$ cat src/shared/pac_pkg.sv
// constants and types for the packed ascii codec
`default_nettype none
package pac_pkg;
    localparam int          BYTE_W       = 8;
    localparam int          CHAR_W       = 6;
    localparam int          HOLD_W       = 24;
    localparam int          SWAP_W       = 32;
    localparam int          IDX_W        = 2;
    localparam int          CNT_W        = 3;
    localparam int          FIFO_DEPTH   = 16;
    localparam int          FIFO_WIDTH   = BYTE_W + 1;
    localparam logic [1:0]  PACK_LAST    = 2'h3;
    localparam logic [1:0]  UNPACK_LAST  = 2'h2;
    localparam logic [1:0]  SWAP_LAST    = 2'h3;
    localparam logic [2:0]  PACK_OUT     = 3'h3;
    localparam logic [2:0]  UNPACK_OUT   = 3'h4;
    localparam logic [23:0] SPACE_GROUP  = 24'h820820;
    localparam logic [31:0] HOLD_RESET   = {8'h00, SPACE_GROUP};
    localparam logic [1:0]  MODE_RESET   = 2'h0;

    typedef enum logic [1:0] {
        PAC_PACK   = 2'b00,
        PAC_UNPACK = 2'b01,
        PAC_SWAP   = 2'b10
    } pac_mode_t;

    typedef enum logic {
        PAC_COLLECT = 1'b0,
        PAC_EMIT    = 1'b1
    } pac_state_t;
endpackage : pac_pkg
`default_nettype wire

$ cat src/shared/pac_stream_if.sv
// byte stream with last marker between codec and fifo
`timescale 1ns/1ps
`default_nettype none
interface pac_stream_if #(parameter int W = 8);
    logic         valid;
    logic         ready;
    logic [W-1:0] data;
    logic         last;
    modport src (output valid, output data, output last, input ready);
    modport snk (input valid, input data, input last, output ready);
endinterface : pac_stream_if
`default_nettype wire

$ cat src/pac_fifo.sv
// output fifo with valid/ready on both sides
`timescale 1ns/1ps
`default_nettype none
module pac_fifo #(
    parameter int WIDTH = 9,
    parameter int DEPTH = 16
) (
    input  wire logic     clk,
    input  wire logic     rst_n,
    pac_stream_if.snk     wr,
    pac_stream_if.src     rd
);
    localparam int AW = $clog2(DEPTH);

    logic [WIDTH-1:0] mem_q [DEPTH];
    logic [AW:0]      wrPtr_q;
    logic [AW:0]      rdPtr_q;
    wire              empty = (wrPtr_q == rdPtr_q);
    wire              full  = (wrPtr_q[AW-1:0] == rdPtr_q[AW-1:0]) &&
                              (wrPtr_q[AW] != rdPtr_q[AW]);
    wire              doWr  = wr.valid && !full;
    wire              doRd  = rd.ready && !empty;

    assign wr.ready = !full;
    assign rd.valid = !empty;
    assign {rd.last, rd.data} = mem_q[rdPtr_q[AW-1:0]];

    always_ff @(posedge clk) begin
        if (doWr) begin
            mem_q[wrPtr_q[AW-1:0]] <= {wr.last, wr.data};
        end
    end

    always_ff @(posedge clk or negedge rst_n) begin
        if (!rst_n) begin
            wrPtr_q <= '0;
            rdPtr_q <= '0;
        end else begin
            wrPtr_q <= wrPtr_q + (AW+1)'(doWr);
            rdPtr_q <= rdPtr_q + (AW+1)'(doRd);
        end
    end
endmodule : pac_fifo
`default_nettype wire

$ cat src/pac_codec.sv
// packed ascii codec: pack, unpack and float byte reversal
// Behaviour
// - packing keeps low six bits per character
// - four six-bit characters become three bytes
// - short final group padded with spaces
// - codes 00..3F map to ascii 40..5F,20..3F
// - unpack loads three bytes into 24-bit register
// - unpacked bit 6 is inverse of bit 5
// - unpacked bit 7 forced to zero
// - float fields sent with bytes reversed
`timescale 1ns/1ps
`default_nettype none
module pac_codec (
    input  wire logic       clk,
    input  wire logic       rst_n,
    input  wire logic [1:0] mode,
    input  wire logic       inValid,
    input  wire logic [7:0] inData,
    input  wire logic       inLast,
    output logic            inReady,
    output logic            outValid,
    output logic [7:0]      outData,
    output logic            outLast,
    input  wire logic       outReady
);
    pac_pkg::pac_state_t state_q;
    pac_pkg::pac_state_t state_d;
    pac_pkg::pac_mode_t  mode_q;
    logic [31:0]         hold_q;
    logic [31:0]         hold_d;
    logic [1:0]          idx_q;
    logic [2:0]          oidx_q;
    logic [2:0]          emitN_q;
    logic [2:0]          emitN_d;
    logic                last_q;

    pac_stream_if #(.W(8)) push ();
    pac_stream_if #(.W(8)) pop ();

    // mode taken at the first byte of each group
    wire pac_pkg::pac_mode_t modeIn  = pac_pkg::pac_mode_t'(mode);
    wire pac_pkg::pac_mode_t curMode = (idx_q == 2'h0) ? modeIn : mode_q;
    wire       collecting = (state_q == pac_pkg::PAC_COLLECT);
    wire       accept     = collecting && inValid;
    wire [1:0] lastIdx    = (curMode == pac_pkg::PAC_UNPACK) ? pac_pkg::UNPACK_LAST :
                            (curMode == pac_pkg::PAC_PACK)   ? pac_pkg::PACK_LAST :
                                                               pac_pkg::SWAP_LAST;
    wire       groupDone  = accept && (inLast || idx_q == lastIdx);
    wire       pushDone   = push.valid && push.ready;
    wire       lastOut    = (oidx_q == emitN_q - 3'h1);

    // character slot for unpack, byte slot for pack
    wire [5:0] packedChar = hold_q[pac_pkg::HOLD_W-1-pac_pkg::CHAR_W*oidx_q -: pac_pkg::CHAR_W];
    wire [7:0] packByte   = hold_q[pac_pkg::HOLD_W-1-pac_pkg::BYTE_W*oidx_q -: pac_pkg::BYTE_W];
    wire [7:0] asciiChar  = {1'b0, ~packedChar[5], packedChar};
    wire [2:0] swapSel    = emitN_q - 3'h1 - oidx_q;
    wire [7:0] swapByte   = hold_q[pac_pkg::BYTE_W*swapSel +: pac_pkg::BYTE_W];
    wire [7:0] emitByte   = (mode_q == pac_pkg::PAC_PACK)   ? packByte :
                            (mode_q == pac_pkg::PAC_UNPACK) ? asciiChar : swapByte;

    assign inReady    = collecting;
    assign push.valid = (state_q == pac_pkg::PAC_EMIT);
    assign push.data  = emitByte;
    assign push.last  = last_q && lastOut;

    assign outValid   = pop.valid;
    assign outData    = pop.data;
    assign outLast    = pop.last;
    assign pop.ready  = outReady;

    // holding register fill and next state
    always_comb begin
        hold_d  = hold_q;
        state_d = state_q;
        emitN_d = emitN_q;
        if (accept) begin
            unique case (curMode)
                pac_pkg::PAC_PACK: begin
                    hold_d[pac_pkg::HOLD_W-1-pac_pkg::CHAR_W*idx_q -: pac_pkg::CHAR_W] =
                        inData[5:0];
                end
                pac_pkg::PAC_UNPACK: begin
                    hold_d[pac_pkg::HOLD_W-1-pac_pkg::BYTE_W*idx_q -: pac_pkg::BYTE_W] =
                        inData;
                end
                default: begin
                    hold_d[pac_pkg::BYTE_W*idx_q +: pac_pkg::BYTE_W] = inData;
                end
            endcase
        end
        if (groupDone) begin
            state_d = pac_pkg::PAC_EMIT;
            unique case (curMode)
                pac_pkg::PAC_PACK:   emitN_d = pac_pkg::PACK_OUT;
                pac_pkg::PAC_UNPACK: emitN_d = pac_pkg::UNPACK_OUT;
                default:             emitN_d = {1'b0, idx_q} + 3'h1;
            endcase
        end
        if (pushDone && lastOut) begin
            state_d = pac_pkg::PAC_COLLECT;
            hold_d  = pac_pkg::HOLD_RESET;
        end
    end

    always_ff @(posedge clk or negedge rst_n) begin
        if (!rst_n) begin
            state_q <= pac_pkg::PAC_COLLECT;
            mode_q  <= pac_pkg::pac_mode_t'(pac_pkg::MODE_RESET);
            hold_q  <= pac_pkg::HOLD_RESET;
            emitN_q <= '0;
        end else begin
            state_q <= state_d;
            hold_q  <= hold_d;
            emitN_q <= emitN_d;
            if (accept && idx_q == 2'h0) begin
                mode_q <= modeIn;
            end
        end
    end

    always_ff @(posedge clk or negedge rst_n) begin
        if (!rst_n) begin
            idx_q  <= '0;
            oidx_q <= '0;
            last_q <= 1'b0;
        end else begin
            if (groupDone) begin
                idx_q  <= '0;
                last_q <= inLast;
            end else if (accept) begin
                idx_q <= idx_q + 2'h1;
            end
            if (pushDone) begin
                oidx_q <= lastOut ? 3'h0 : oidx_q + 3'h1;
            end
        end
    end

    pac_fifo #(
        .WIDTH (pac_pkg::FIFO_WIDTH),
        .DEPTH (pac_pkg::FIFO_DEPTH)
    ) u_fifo (
        .clk   (clk),
        .rst_n (rst_n),
        .wr    (push),
        .rd    (pop)
    );
endmodule : pac_codec
`default_nettype wire

$ cat config.mk
export PLATFORM = sky130hd
export DESIGN_NAME = pac_codec
export DESIGN_NICKNAME = d
export VERILOG_FILES = /design/src/shared/pac_pkg.sv /design/src/shared/pac_stream_if.sv /design/src/pac_fifo.sv /design/src/pac_codec.sv
export SDC_FILE = /design/constraint.sdc
export NUM_CORES = 1
export LEC_CHECK = 0
export ABC_AREA = 1
export BUFFER_PORTS_ARGS = -buffer_cell sky130_fd_sc_hd__buf_2
export CAP_MARGIN = 5
export CORE_MARGIN = 2
export CORE_UTILIZATION = 42
export CTS_CLUSTER_SIZE = 28
export DETAILED_ROUTE_END_ITERATION = 8
export GPL_TIMING_DRIVEN = 1
export SETUP_SLACK_MARGIN = 0.4
export SYNTH_ARGS = -nofsm -noshare
export SYNTH_HDL_FRONTEND = slang
export SYNTH_SLANG_ARGS = --single-unit
export TNS_END_PERCENT = 5
$ cat constraint.sdc
create_clock -name clk -period 2.8 [get_ports clk]
set_clock_uncertainty 0.1 [all_clocks]
set_input_delay 0.28 -clock clk [delete_from_list [all_inputs] [get_ports clk]]
set_output_delay 0.28 -clock clk [all_outputs]
set_load 0.02 [all_outputs]
==> impl_metrics.py <==
metrics = {
    "worst_hold_path": {
        "min_path_type": "in2reg",
        "min_to": "last_q",
        "hold_start": "inLast",
        "hold_depth": 3,
    },
    "die": {
        "die_w_um": 171,
        "die_height_um": 171,
        "rows": 61,
        "num_io_pins": 26,
        "die_area_um2": 29200,
        "start_util_pct": 42.4,
        "coreArea_um2": 27600,
    },
    "sta": {
        "min_period_over_period_pct": 95.6,
        "max_freq_ghz": 0.374,
        "worst_pin_slew_ps": 549,
        "slew_headroom_pct": 63.3,
        "hold_viol": 0,
        "tns_ps": 0,
        "rsz0062_at_grt": "yes",
        "report.final.slew_viol_count": 0,
        "min_period_ps": 2680,
        "setup_ws_ps": 123,
        "setup_viol": 0,
    },
    "route": {
        "dr.pass1.iters": 6,
        "drt_iter0_markers": 1301,
        "drcViolationCount": 0,
        "via_count": 10800,
        "avgViaCountPerCell": 5.87,
        "routedWlPerCell_um": 22.7,
        "wl_um": 41600,
        "antenna_left": 0,
    },
    "setup_path": {
        "critPathCaptureType": "flop",
        "required_ps": 2890,
        "r2r_slack_ps": 120,
        "slowest_delay_ps": 600,
        "critPathBufInv": 4,
        "reg2reg_from": "oidx_q[0]",
        "crit_cells": 14,
        "crit_family": "adder cells",
        "r2r-end": "u_fifo.mem_q[7][2]",
        "rr_worst_depth": 14,
        "worstSetupPathType": "reg2reg",
        "worstPathMaxFanout": 8,
        "slowest_stage": "fa_2",
        "crit_chain": "ha_4 -> fa_2 -> nand3_4 -> buf_4 -> buf_4 -> nand4_1 -> nand2_1 -> inv_1 -> nand2_2 -> a21oi_2 -> nand2_1 -> nand2_2 -> nand3_4 -> buf_6",
        "worstPathArrival_ps": 2770,
        "start_kind": "flop",
    },
    "global_route": {
        "grt_overflow": 0,
        "grt_pass1_wl_um": 62700,
        "grt_max_degree": 58,
        "antenna_found_initial": 1,
        "grt_pass1_vias": 10300,
        "track_usage_pct": 29.0,
    },
    "job": {
        "cap_violations": 0,
    },
    "placement": {
        "hpwl_um": 29800,
        "dp_slack_ps": 0.674,
        "gp_congestion": 0.988,
        "portBuffers": 25,
    },
    "logic_synthesis": {
        "yosysTopAreaCell": "edfxtp_1",
        "synthCells": 1371,
        "synth_most_common_cell": "nand2_1",
        "synthArstFlopShare_pct": 27.3,
        "ys_ff_latch": 198,
        "yosysSeqAreaShare_pct": 48.5,
        "synth_area_um2": 11700,
        "synth_warnings": 0,
        "netlist_top_cells_count": "239 x nand2_1, 158 x nor2_1, 144 x edfxtp_1, 118 x nand3_1, 113 x o21ai_0",
        "ys.flop_type": "edfxtp_1",
        "ys_types": 50,
        "synth_fp_nets": 1410,
        "synth.area.top_cells": "edfxtp_1 37%, dfrtp_1 11%, nand2_1 7.7%",
        "synth_area_per_cell_um2": 8.54,
        "synth_top_area_share_pct": 36.9,
        "synth_edf_count": 144,
    },
    "finish": {
        "fillCellCount": 2715,
        "multi_input_area_um2": 5320,
        "nets": 1484,
        "ff_latch_area_um2": 5680,
        "syn2layout_area_growth_pct": 15.9,
        "fin_util_pct": 49.1,
        "antenna_cells": 0,
        "drive_above_1_share_pct": 16.9,
    },
    "cts": {
        "clk_path_buf_depth": 2,
        "cts_root_buf": "clkbuf_16",
        "cts-htree-levels": 4,
        "numCtsBuffers": 17,
        "cts_tree": "yes",
        "clkTransAtPathRegs_ps": 90,
        "cts.sinks": 198,
        "clk-insertion-delay-late_ps": 440,
    },
    "outcome": {
        "outcome": "complete, no violations",
    },
}
[how the worst max path moves through the flow]
stage | slack, ps | startpoint | to
finish | 120 | oidx_q[0] | u_fifo.mem_q[7][2]
global placement | 40 | oidx_q[1] | u_fifo.mem_q[8][1]
global route | 2 | idx_q[1] | emitN_q[2]
CTS | 110 | oidx_q[0] | u_fifo.mem_q[7][5]
floorplan | 190 | oidx_q[1] | u_fifo.mem_q[0][2]
detailed placement | 0.7 | oidx_q[1] | u_fifo.mem_q[3][0]
[tightest hold or removal path, stage by stage]
cell and delay, ps:
buf_2 100, inv_1 70, o21ai_1 70
[registers in the layout, summed over array words and instances (netlist names)]
register,count
oidx_q,3
u_fifo.mem_q,144
last_q,1
mode_q,2
u_fifo.wrPtr_q,5
hold_q,32
emitN_q,3
push.valid,1
u_fifo.rdPtr_q,5
idx_q,2
[area by class of cell]
class,instances,area share [%]
multi-input cells,972,39.2
clock inverters,15,1.39
flip-flops and latches,198,41.9
inverters,131,3.70
well taps,378,3.48
clock buffers,17,3.13
repair buffers,125,7.21
[cells in the final DEF (no fill, tap or decap), types with 15 or more instances in the layout]
master / instances
a21oi_1: 73
buf_2: 25
buf_4: 87
clkbuf_16: 17
dfrtp_1: 47
edfxtp_1: 144
ha_1: 18
inv_1: 98
inv_2: 26
mux2i_1: 15
nand2_1: 227
nand2_2: 19
nand3_1: 114
nand4_1: 21
nor2_1: 157
o211ai_1: 20
o21ai_0: 112
o21ai_1: 50
o221ai_1: 24
o32ai_1: 21
[through the flow]
step,hold slack [ps],cells,cell area (µm²)
after floorplan,-116,1371,11700
after global placement,127,1792,12700
after detailed placement,130,1792,12700
after CTS,4.98,1834,13500
after global routing,15.9,1836,13600
final,11.0,1836,13600
[timing repair]
action / in CTS / in global routing
setup buffers: 6 / 2
hold buffers: 2 / 0
pin swaps: 8 / 4
endpoints found under the hold margin: 18 / 0
setup endpoints to repair: 163 / 188
cloned: 2 / 0
gates resized for setup: 26 / 9
[cell families (layout without fill, tap and decap cells)]
group / count (synthesis) / count (layout) / share of synthesized area [%]
buffers and inverters: 202 / 288 / 7.21
XOR/XNOR: 15 / 15 / 1.12
flip-flops: 198 / 198 / 48.5
multiplexers: 16 / 16 / 1.38
adder cells (fa/ha/maj): 24 / 24 / 2.76
AO/OA/AOI/OAI: 347 / 347 / 17.8
AND/OR/NAND/NOR: 569 / 570 / 21.2
[routing by layer]
| metal | vias up | routed length [µm] | global-route usage [%] |
|---|---|---|---|
| met5 | - | 0 | 0 |
| met4 | 0 | 2160 | 14.5 |
| met3 | 140 | 2620 | 4.19 |
| met2 | 530 | 20300 | 49.3 |
| met1 | 5136 | 16600 | 36.0 |
| li1 | 4970 | - | - |
Power is left out: the tool's default activity adds up to more than one toggle a clock period on the data nets, which glitch-free logic cannot reach.
